==> src/rtl/amd_pkg.sv <==
// Shared constants and carrier types for the auto mute and dither configuration block
package amd_pkg;

    // Register offsets
    localparam logic [7:0] OFS_AUTO_MUTE_CONTROL   = 8'h41;
    localparam logic [7:0] OFS_ANALOG_MUTE_DELAY   = 8'h42;
    localparam logic [7:0] OFS_PRIMARY_DITHER_GAIN = 8'h43;
    localparam logic [7:0] OFS_LEFT_DC_HIGH        = 8'h44;
    localparam logic [7:0] OFS_LEFT_DC_LOW         = 8'h45;

    // Values after reset
    localparam logic [7:0] RST_AUTO_MUTE_CONTROL   = 8'h07;
    localparam logic [7:0] RST_ANALOG_MUTE_DELAY   = 8'h19;
    localparam logic [7:0] RST_PRIMARY_DITHER_GAIN = 8'h00;
    localparam logic [7:0] RST_LEFT_DC_HIGH        = 8'h00;
    localparam logic [7:0] RST_LEFT_DC_LOW         = 8'h00;
    localparam logic [7:0] RDATA_UNMAPPED          = 8'h00;

    // Field positions in the auto mute control register
    localparam int POS_MUTE_COUPLING = 2;
    localparam int POS_MUTE_EN_BIT1  = 1;
    localparam int POS_MUTE_EN_BIT0  = 0;

    // Field positions in the primary dither gain register
    localparam int POS_LEFT_AC_GAIN   = 6;
    localparam int POS_RIGHT_AC_GAIN  = 4;
    localparam int POS_LEFT_DEM_GAIN  = 2;
    localparam int POS_RIGHT_DEM_GAIN = 0;

    // DC dither amount is Q0.11; 1.0 is 1/32 of full scale (2^-5 * 2^-11 = 2^-16)
    localparam int DC_AMOUNT_W   = 11;
    localparam int DC_HIGH_W     = 3;
    localparam int DC_FS_LOG2    = 16;

    // Gain codes
    localparam logic [1:0] CODE_AC_0125  = 2'h0;
    localparam logic [1:0] CODE_AC_025   = 2'h1;
    localparam logic [1:0] CODE_AC_05    = 2'h2;
    localparam logic [1:0] CODE_DEM_05   = 2'h0;
    localparam logic [1:0] CODE_DEM_10   = 2'h1;

    // AC gain as unsigned Q0.3, DEM gain as unsigned Q1.1
    localparam logic [2:0] AC_GAIN_0125  = 3'h1;
    localparam logic [2:0] AC_GAIN_025   = 3'h2;
    localparam logic [2:0] AC_GAIN_05    = 3'h4;
    localparam logic [2:0] AC_GAIN_NONE  = 3'h0;
    localparam logic [1:0] DEM_GAIN_05   = 2'h1;
    localparam logic [1:0] DEM_GAIN_10   = 2'h2;

    typedef struct packed {
        logic [2:0] left_ac;
        logic [2:0] right_ac;
        logic [1:0] left_dem;
        logic [1:0] right_dem;
    } amd_dither_gain_t;

    typedef struct packed {
        logic       coupling;
        logic       enable_bit1;
        logic       enable_bit0;
    } amd_mute_cfg_t;

endpackage

==> src/rtl/amd_analog_delay.sv <==
// Delay from completed digital mute to analog mute, counted in frame periods
`timescale 1ns/1ps
module amd_analog_delay (
    input  wire logic       clk_sys,
    input  wire logic       reset_n,
    input  wire logic       frame_tick,
    input  wire logic       mute_done,
    input  wire logic [7:0] delay_count,
    output logic            analog_mute
);

    logic [7:0] frames_q;
    logic       analog_mute_q;

    // Frame counter restarts whenever the digital mute is released
    always_ff @(posedge clk_sys or negedge reset_n) begin
        if (!reset_n) begin
            frames_q <= 8'h00;
        end else if (!mute_done) begin
            frames_q <= 8'h00;
        end else if (!analog_mute_q && frames_q != delay_count && frame_tick) begin
            frames_q <= frames_q + 8'h01;
        end
    end

    // Zero delay asserts on the cycle after the mute is seen complete
    always_ff @(posedge clk_sys or negedge reset_n) begin
        if (!reset_n) begin
            analog_mute_q <= 1'b0;
        end else if (!mute_done) begin
            analog_mute_q <= 1'b0;
        end else if (frames_q == delay_count) begin
            analog_mute_q <= 1'b1;
        end
    end

    assign analog_mute = analog_mute_q;

endmodule // amd_analog_delay

==> src/rtl/amd_config.sv <==
// Auto mute, analog mute delay and primary dither configuration register bank
`timescale 1ns/1ps
// Operation
// Auto mute starts when upstream zero detection reports the configured run length.
// Coupling bit 0 mutes channels independently; 1 mutes both only when both qualify.
// Bit 1 enables auto mute of the right channel.
// Bit 0 enables auto mute of the left channel.
// Coupled and one channel disabled means neither channel ever auto mutes.
// Analog mute follows completed digital mute after the programmed delay.
// Delay value N gives N frame periods; zero gives no delay, maximum 255.
// AC dither gain code 00 is 0.125, code 01 is 0.25.
// DEM dither gain code 00 is 0.5, code 01 is 1.0.
// Host writes only codes 00 or 01 to DEM gain fields.
// DC dither, Q0.11 with 1.0 at 1/32 full scale, adds to left input.
// Left DC amount joins three low bits at 0x44 with byte at 0x45.
// Host writes only codes 00 or 01 to AC gain fields.
module amd_config #(
    parameter int SAMPLE_W = 24
) (
    input  wire logic                       clk_sys,
    input  wire logic                       reset_n,
    // Register port
    input  wire logic [7:0]                 reg_addr,
    input  wire logic [7:0]                 reg_wdata,
    input  wire logic                       reg_wr,
    output logic [7:0]                      reg_rdata,
    // Frame clock pin
    input  wire logic                       lrclk_pin,
    // Zero detection from the sample path
    input  wire logic                       zero_left,
    input  wire logic                       zero_right,
    output logic                            auto_mute_left,
    output logic                            auto_mute_right,
    // Digital mute status and analog mute
    input  wire logic                       digital_mute_done,
    output logic                            analog_mute,
    // Dither settings
    output amd_pkg::amd_dither_gain_t       dither_gain,
    output logic [amd_pkg::DC_AMOUNT_W-1:0] left_primary_dc_amount,
    // Left primary modulator input path
    input  wire logic signed [SAMPLE_W-1:0] mod_left_in,
    input  wire logic                       mod_left_valid,
    output logic signed [SAMPLE_W-1:0]      mod_left_out,
    output logic                            mod_left_out_valid
);

    localparam int DC_SHIFT = SAMPLE_W - 1 - amd_pkg::DC_FS_LOG2;

    // Narrower samples would push the dither shift below zero
    if (SAMPLE_W < amd_pkg::DC_FS_LOG2 + 1) begin : g_width_check
        $error("SAMPLE_W too narrow for DC dither scaling");
    end

    logic [7:0]            auto_mute_control_q;
    logic [7:0]            analog_mute_delay_q;
    logic [7:0]            primary_dither_gain_q;
    logic [7:0]            left_dc_high_q;
    logic [7:0]            left_dc_low_q;
    logic [7:0]            rdata_d;
    logic [7:0]            rdata_q;
    logic [2:0]            lrclk_sync_q;
    logic                  frame_tick;
    amd_pkg::amd_mute_cfg_t mute_cfg;
    logic                  qual_left;
    logic                  qual_right;
    logic                  mute_left_d;
    logic                  mute_right_d;
    logic                  mute_left_q;
    logic                  mute_right_q;
    amd_pkg::amd_dither_gain_t gain_d;
    amd_pkg::amd_dither_gain_t gain_q;
    logic [amd_pkg::DC_AMOUNT_W-1:0] dc_amount_q;
    logic signed [SAMPLE_W:0] dc_ext;
    logic signed [SAMPLE_W:0] sum;
    logic signed [SAMPLE_W-1:0] mod_out_q;
    logic                  mod_valid_q;

    // Register writes; reserved bits are stored and read back
    always_ff @(posedge clk_sys or negedge reset_n) begin
        if (!reset_n) begin
            auto_mute_control_q   <= amd_pkg::RST_AUTO_MUTE_CONTROL;
            analog_mute_delay_q   <= amd_pkg::RST_ANALOG_MUTE_DELAY;
            primary_dither_gain_q <= amd_pkg::RST_PRIMARY_DITHER_GAIN;
            left_dc_high_q        <= amd_pkg::RST_LEFT_DC_HIGH;
            left_dc_low_q         <= amd_pkg::RST_LEFT_DC_LOW;
        end else if (reg_wr) begin
            case (reg_addr)
                amd_pkg::OFS_AUTO_MUTE_CONTROL:   auto_mute_control_q   <= reg_wdata;
                amd_pkg::OFS_ANALOG_MUTE_DELAY:   analog_mute_delay_q   <= reg_wdata;
                amd_pkg::OFS_PRIMARY_DITHER_GAIN: primary_dither_gain_q <= reg_wdata;
                amd_pkg::OFS_LEFT_DC_HIGH:        left_dc_high_q        <= reg_wdata;
                amd_pkg::OFS_LEFT_DC_LOW:         left_dc_low_q         <= reg_wdata;
                default: ;
            endcase
        end
    end

    // Read data, one cycle after the address is presented
    always_comb begin
        case (reg_addr)
            amd_pkg::OFS_AUTO_MUTE_CONTROL:   rdata_d = auto_mute_control_q;
            amd_pkg::OFS_ANALOG_MUTE_DELAY:   rdata_d = analog_mute_delay_q;
            amd_pkg::OFS_PRIMARY_DITHER_GAIN: rdata_d = primary_dither_gain_q;
            amd_pkg::OFS_LEFT_DC_HIGH:        rdata_d = left_dc_high_q;
            amd_pkg::OFS_LEFT_DC_LOW:         rdata_d = left_dc_low_q;
            default:                          rdata_d = amd_pkg::RDATA_UNMAPPED;
        endcase
    end

    always_ff @(posedge clk_sys or negedge reset_n) begin
        if (!reset_n) begin
            rdata_q <= amd_pkg::RDATA_UNMAPPED;
        end else begin
            rdata_q <= rdata_d;
        end
    end

    assign reg_rdata = rdata_q;

    // Frame clock pin: two flops, then a third for the rising edge
    always_ff @(posedge clk_sys or negedge reset_n) begin
        if (!reset_n) begin
            lrclk_sync_q <= 3'h0;
        end else begin
            lrclk_sync_q <= {lrclk_sync_q[1:0], lrclk_pin};
        end
    end

    assign frame_tick = lrclk_sync_q[1] & ~lrclk_sync_q[2];

    // Auto mute decision
    assign mute_cfg.coupling    = auto_mute_control_q[amd_pkg::POS_MUTE_COUPLING];
    assign mute_cfg.enable_bit1 = auto_mute_control_q[amd_pkg::POS_MUTE_EN_BIT1];
    assign mute_cfg.enable_bit0 = auto_mute_control_q[amd_pkg::POS_MUTE_EN_BIT0];

    // Zero inputs already carry the run length check upstream
    assign qual_left  = zero_left & mute_cfg.enable_bit0;
    assign qual_right = zero_right & mute_cfg.enable_bit1;

    always_comb begin
        if (mute_cfg.coupling) begin
            // A disabled channel never qualifies, so neither side mutes
            mute_left_d  = qual_left & qual_right;
            mute_right_d = qual_left & qual_right;
        end else begin
            mute_left_d  = qual_left;
            mute_right_d = qual_right;
        end
    end

    always_ff @(posedge clk_sys or negedge reset_n) begin
        if (!reset_n) begin
            mute_left_q  <= 1'b0;
            mute_right_q <= 1'b0;
        end else begin
            mute_left_q  <= mute_left_d;
            mute_right_q <= mute_right_d;
        end
    end

    assign auto_mute_left  = mute_left_q;
    assign auto_mute_right = mute_right_q;

    amd_analog_delay u_analog_delay (
        .clk_sys     (clk_sys),
        .reset_n     (reset_n),
        .frame_tick  (frame_tick),
        .mute_done   (digital_mute_done),
        .delay_count (analog_mute_delay_q),
        .analog_mute (analog_mute)
    );

    // Gain decode; unlisted AC codes follow the secondary modulator meaning
    function automatic logic [2:0] ac_gain(input logic [1:0] code);
        case (code)
            amd_pkg::CODE_AC_0125: ac_gain = amd_pkg::AC_GAIN_0125;
            amd_pkg::CODE_AC_025:  ac_gain = amd_pkg::AC_GAIN_025;
            amd_pkg::CODE_AC_05:   ac_gain = amd_pkg::AC_GAIN_05;
            default:               ac_gain = amd_pkg::AC_GAIN_NONE;
        endcase
    endfunction

    // Reserved DEM codes are the host's fault; hold them at unity
    function automatic logic [1:0] dem_gain(input logic [1:0] code);
        case (code)
            amd_pkg::CODE_DEM_05: dem_gain = amd_pkg::DEM_GAIN_05;
            amd_pkg::CODE_DEM_10: dem_gain = amd_pkg::DEM_GAIN_10;
            default:              dem_gain = amd_pkg::DEM_GAIN_10;
        endcase
    endfunction

    always_comb begin
        gain_d.left_ac   = ac_gain(primary_dither_gain_q[amd_pkg::POS_LEFT_AC_GAIN +: 2]);
        gain_d.right_ac  = ac_gain(primary_dither_gain_q[amd_pkg::POS_RIGHT_AC_GAIN +: 2]);
        gain_d.left_dem  = dem_gain(primary_dither_gain_q[amd_pkg::POS_LEFT_DEM_GAIN +: 2]);
        gain_d.right_dem = dem_gain(primary_dither_gain_q[amd_pkg::POS_RIGHT_DEM_GAIN +: 2]);
    end

    always_ff @(posedge clk_sys or negedge reset_n) begin
        if (!reset_n) begin
            gain_q      <= '0;
            dc_amount_q <= '0;
        end else begin
            gain_q      <= gain_d;
            dc_amount_q <= {left_dc_high_q[amd_pkg::DC_HIGH_W-1:0], left_dc_low_q};
        end
    end

    assign dither_gain            = gain_q;
    assign left_primary_dc_amount = dc_amount_q;

    // DC dither lands in the low part of the sample; saturate on overflow
    assign dc_ext = (SAMPLE_W+1)'(dc_amount_q) <<< DC_SHIFT;
    assign sum    = (SAMPLE_W+1)'(mod_left_in) + dc_ext;

    always_ff @(posedge clk_sys or negedge reset_n) begin
        if (!reset_n) begin
            mod_out_q   <= '0;
            mod_valid_q <= 1'b0;
        end else begin
            mod_valid_q <= mod_left_valid;
            if (mod_left_valid) begin
                if (sum[SAMPLE_W] != sum[SAMPLE_W-1]) begin
                    mod_out_q <= {1'b0, {(SAMPLE_W-1){1'b1}}};
                end else begin
                    mod_out_q <= sum[SAMPLE_W-1:0];
                end
            end
        end
    end

    assign mod_left_out       = mod_out_q;
    assign mod_left_out_valid = mod_valid_q;

endmodule // amd_config

==> config.mk <==
export PLATFORM = sky130hd
export DESIGN_NAME = amd_config
export DESIGN_NICKNAME = d
export VERILOG_FILES = /design/src/rtl/amd_pkg.sv /design/src/rtl/amd_analog_delay.sv /design/src/rtl/amd_config.sv
export SDC_FILE = /design/constraint.sdc
export NUM_CORES = 1
export LEC_CHECK = 0
export BUFFER_PORTS_ARGS = -buffer_cell sky130_fd_sc_hd__buf_2
export CAP_MARGIN = 0
export CORE_AREA = 10 10 139 141
export CTS_CLUSTER_SIZE = 20
export DETAILED_ROUTE_END_ITERATION = 6
export DIE_AREA = 0 0 149 151
export GPL_ROUTABILITY_DRIVEN = 0
export RECOVER_POWER = 100
export SLEW_MARGIN = 20
export SYNTH_ARGS = -nofsm -noshare
export SYNTH_HDL_FRONTEND = slang
export SYNTH_SLANG_ARGS = --single-unit
==> constraint.sdc <==
create_clock -name clk_sys -period 4.4 [get_ports clk_sys]
set_input_delay 0.88 -clock clk_sys [delete_from_list [all_inputs] [get_ports clk_sys]]
set_output_delay 0.88 -clock clk_sys [all_outputs]
set_load 0.01 [all_outputs]
==> metrics.yaml, run 1 <==
globalRouteOverflowTotal: 0
path_buf_inv: 1
ys_seq_area_share_pct: 55.9
reg2reg_depth: 12
min_period_ns: 3.81
startpoint_type: "input port"
max_slew_margin_pct: -20.2
die_y_um: 151
critPathCaptureType: "flip-flop"
ys_ff_latch: 108
clockBufferDepth: 2
critPathKind: "input port to flip-flop"
drc: 0
port_buffers: 104
areaGrowthSynthToFinish_pct: 19.5
powerDensity_nw_per_um2: 359
wl_met1_mm: 5.58
synth_cell_types: 50
stdcell_count: 751
grt_max_degree: 70
worstPathMaxFanout: 11
yosysTopAreaCell: "dfrtp_1"
htreeDepth: 3
maxCapViolations: 3
io_pins: 105
p_leak_nw: 2.64
synth.area.top_cells: "dfrtp_1 53%, mux2_2 9.5%, ha_1 3.4%"
critPathSlowestCell: "ha_1"
ant_nets: 0
routed_wl_mm: 12.6
grt_pass1_vias: 3770
die_w_um: 149
yosysMostFrequentCell: "dfrtp_1"
fin_nets: 587
drtPass1Iterations: 4
syn_area_per_cell_um2: 11.6
hp-class: "flip-flop to flip-flop"
synth_common_cells: "102 x dfrtp_1, 41 x mux2_2, 39 x nor2_1"
setup_viol: 0
antenna_found_initial: 3
cp_top_family: "adder cells"
start_util_pct: 29.5
ir_drop_uv: 174
worstSetupPathDepth: 13
coreArea_um2: 16500
cts_resized: 0
grt_pass1_wl_mm: 19.9
cp_cell_sequence: "buf_2 -> ha_1 -> fa_1 -> a21o_1 -> a221oi_2 -> a21boi_0 -> nor2_1 -> o21bai_1 -> xor2_1 -> ha_1 -> nand2b_1 -> nor4_1 -> a311oi_1"
fin_skew_ns: 0.00706
required_ns: 4.61
wl_met3_mm: 1.18
synth_warnings: 0
die-area_um2: 22500
async_reset_ff_share_pct: 100
reg2reg_from: "left_primary_dc_amount[0]"
top_layer_used: "met5"
synthCells: 418
yosysTopAreaCellShare_pct: 52.6
drtIter0Drc: 201
worstMarginPinSlew_ns: 1.79
via_per_inst: 4.81
routed-wl-met2_mm: 5.65
finalPower_mw: 2.08
drive_gt1_share_pct: 21.5
rsz0062_at_grt: "false"
crit_arrival_ns: 4.02
cts_hold_buffers: 0
wl_per_cell_um: 16.7
status: "finished, violations left"
fp-row-count: 47
max_stage_delay_ns: 0.43
clock_sinks: 108
r2r_setup_slack_ns: 0.76
fmax_ghz: 0.262
violations: "capacitance limit, slew limit"
vias: 3614
dpl.hpwl_mm: 9.56
grt_usage_pct: 11.2
cts_tree: "yes"
crit_end: "mod_left_out[21]"
post-cts-setup-buffers: 0
cp-startpoint: "mod_left_in[7]"
hold_viol_final: 0
slew_violations: 116
synthesis.nets: 480
synth_edf_count: 0
hold-worst-slack_ns: 0.362
cts_root_buf: "clkbuf_16"
path_common_cell: "ha_1"
cts_inserted_buffers: 9
postLayoutCoreUtil_pct: 35.2
synth_flop_cell: "dfrtp_1"
setup_tns_ns: 0
min_from: "lrclk_sync_q[0]"
timing.final.crit_share_pct: 86.7
placed_cells: 734
path_clk_slew_ns: 0.07
rr_endpoint: "mod_left_out[21]"
clock_latency_ns: 0.35
synth_area_um2: 4850
[cells by family (layout without fill, tap and decap cells)]
kind of cell	count (synthesis)	after routing	synth area share, %
compound gates	78	78	10.1
xor+xnor	24	24	4.33
fa+ha+maj	14	14	3.76
buf+inv	19	131	1.47
flops	108	108	55.9
mux	50	50	11.4
other cells	0	1	0
simple gates	125	125	13.1
[sequential cells by signal, summed over array words and instances, names as in the netlist]
name,flops
mod_left_out,24
left_primary_dc_amount,11
dither_gain,10
analog_mute_delay_q,8
auto_mute_control_q,8
left_dc_high_q,8
left_dc_low_q,8
primary_dither_gain_q,8
reg_rdata,8
u_analog_delay.frames_q,8
lrclk_sync_q,3
auto_mute_left,1
auto_mute_right,1
mod_left_out_valid,1
u_analog_delay.analog_mute,1
[cells in the final DEF, fill, tap and decap left out, drive strengths merged, types with 4 or more instances in the layout]
master / n
and2: 8
xnor2: 14
dfstp: 6
nand2: 35
dfrtp: 102
o21ai: 13
nor3: 6
mux2i: 9
a21oi: 31
clkinv: 4
nand4: 7
xor2: 10
nor4: 4
inv: 7
mux2: 41
buf: 47
nor2: 40
ha: 13
clkbuf: 71
a22oi: 8
a21o: 4
nor2b: 8
[worst min-delay path by stage]
stage	end	cells past startpoint	slack, ns
floorplan	lrclk_sync_q[1]	0	0.33
global placement	lrclk_sync_q[1]	0	0.34
detailed placement	lrclk_sync_q[1]	0	0.34
CTS	lrclk_sync_q[1]	0	0.36
global route	lrclk_sync_q[1]	0	0.37
finish	lrclk_sync_q[1]	0	0.36
[power by group]
group | internal [mW] | switching (mW)
registers | 1.05 | 0.0395
logic | 0.0983 | 0.150
clock network | 0.384 | 0.359
[per-layer routing]
| layer | track usage, % | vias to the layer above |
|---|---|---|
| met2 | 17.6 | 115 |
| met3 | 3.88 | 16 |
| met1 | 13.9 | 1782 |
| met4 | 4.32 | 4 |
| met5 | 0 | - |
| li1 | - | 1697 |
[stage by stage]
step	instance area [µm²]	worst slack [ns]
after CTS	5910	0.654
after detailed placement	5640	0.294
after floorplan	4850	0.711
final	5800	0.587
after global placement	5640	0.414
after global routing	5800	0.294
[cell type report]
type                       instances  area [µm²]
fill                            1677       10700
tap                              220         275
antenna                            1        2.50
clock buffer                      10         229
timing repair buffer             108         470
sequential                       108        2710
inverter                           7        26.3
multi-input combinational        291        2040
clock inverter                     6        42.5
(Power assumes the default switching activity.)
==> run 2: changes to the inputs <==
--- a/config.mk
+++ b/config.mk
@@ -12,6 +12,7 @@
 export DETAILED_ROUTE_END_ITERATION = 6
 export DIE_AREA = 0 0 149 151
 export GPL_ROUTABILITY_DRIVEN = 0
+export PLACE_DENSITY_LB_ADDON = 0.15
 export RECOVER_POWER = 100
 export SLEW_MARGIN = 20
 export SYNTH_ARGS = -nofsm -noshare
==> run 2 against run 1 <==
Compared with the run above: the flow still finishes with violations (capacitance limit, slew limit); global-route usage grew 0.48 points; clock-buffer cell count unchanged; clock skew grew 0.0012 ns; clock power grew 12%; first-iteration DRC count down 40%; critical endpoint is now mod_left_out[17]; largest cell class unchanged.
==> metrics.yaml, run 2 (same netlist as run 1, synthesis figures left out) <==
status: "finished, violations left"
violations: "capacitance limit, slew limit"
die_w_um: 149
maxCapViolations: 3
required_ns: 4.60
htreeDepth: 3
max_stage_delay_ns: 0.44
routed_wl_mm: 12.7
path_clk_slew_ns: 0.07
finalPower_mw: 2.17
cts_inserted_buffers: 9
start_util_pct: 29.5
grt_max_degree: 60
port_buffers: 104
drive_gt1_share_pct: 21.3
reg2reg_from: "left_primary_dc_amount[0]"
multi_input_area_um2: 2040
final_common_cell: "dfrtp_1"
final_cell_mix: "102 x dfrtp_1, 60 x clkbuf_1, 45 x buf_2"
vias: 3510
post-cts-setup-buffers: 0
drc: 0
reg2reg_depth: 12
via_per_inst: 4.67
globalRouteOverflowTotal: 0
powerDensity_nw_per_um2: 372
drtPass1Iterations: 5
min_period_ns: 3.88
largest_reg_flops: 24
seqCellArea_um2: 2710
hp-class: "flip-flop to flip-flop"
die-area_um2: 22500
fin_nets: 588
slew_violations: 105
cts_tree: "yes"
areaGrowthSynthToFinish_pct: 20.2
cts_hold_buffers: 0
crit_arrival_ns: 4.08
hold_viol_final: 0
worstPathMaxFanout: 11
startpoint_type: "input port"
dpl.hpwl_mm: 9.47
setup_viol: 0
hold-worst-slack_ns: 0.358
fin_skew_ns: 0.00821
critPathCaptureType: "flip-flop"
io_pins: 105
rsz0062_at_grt: "false"
cp-startpoint: "mod_left_in[7]"
clock_latency_ns: 0.35
fmax_ghz: 0.258
antenna_found_initial: 0
min_from: "lrclk_sync_q[0]"
grt_usage_pct: 11.7
timing.final.crit_share_pct: 88.1
nFillCells: 1737
hold_depth: 0
cts_root_buf: "clkbuf_16"
ant_nets: 0
max_slew_margin_pct: -115
critPathKind: "input port to flip-flop"
setup_tns_ns: 0
clock_sinks: 108
coreArea_um2: 16500
grt_pass1_vias: 3822
worstSetupPathDepth: 13
clockBufferDepth: 2
die_y_um: 151
drtIter0Drc: 121
path_common_cell: "ha_1"
p_leak_nw: 2.66
path_buf_inv: 1
worstMarginPinSlew_ns: 3.22
cp_top_family: "compound AO/OA/AOI/OAI gates"
cts_resized: 0
ir_drop_uv: 189
critPathSlowestCell: "a221oi_1"
cp_cell_sequence: "buf_2 -> ha_1 -> fa_1 -> a21o_1 -> a221oi_1 -> a21boi_0 -> nor2_1 -> o21bai_1 -> xor2_1 -> ha_1 -> nand2b_1 -> nor4b_1 -> a311oi_1"
wl_per_cell_um: 16.9
grt_pass1_wl_mm: 20.7
fp-row-count: 47
[run 2: power by group]
group	switching [mW]	internal, mW	leakage (nW)
sequential	0.0374	1.05	1.36
combinational	0.150	0.0985	1.15
clock	0.377	0.456	0.144
total	0.564	1.61	2.66
[run 2: routing by layer]
| layer | share of wire [%] | global-route usage [%] |
|---|---|---|
| met4 | 1.5 | 4.12 |
| met5 | 0 | 0 |
| met2 | 45 | 18.6 |
| met3 | 6.6 | 3.79 |
| met1 | 47 | 14.6 |
[run 2: cell type report]
cell class,count,area share [%]
multi-input cells,291,34.9
well taps,220,4.72
repair buffers,109,8.24
clock inverters,6,1.09
diodes,1,0.0429
flip-flops and latches,108,46.5
inverters,7,0.450
clock buffers,10,4.10
[run 2: per-stage QoR]
step	util (%)	setup WS [ns]	cells	instance area, µm²
6_report	35.4	0.524	752	5830
5_1_grt	35.4	0.298	751	5830
4_1_cts	36.1	0.778	751	5950
3_5_place_dp	34.3	0.412	735	5640
3_3_place_gp	34.3	0.486	735	5640
2_1_floorplan	-	0.711	418	4850
[run 2: worst paths after layout]
check / end / slack, ns
max in group asynchronous: mod_left_out[20] / 1.00
setup reg to reg: mod_left_out[17] / 0.72
hold / removal: lrclk_sync_q[1] / 0.36
hold reg to reg: lrclk_sync_q[1] / 0.36
setup / recovery: mod_left_out[17] / 0.52
min in group asynchronous: mod_left_out[10] / 1.60
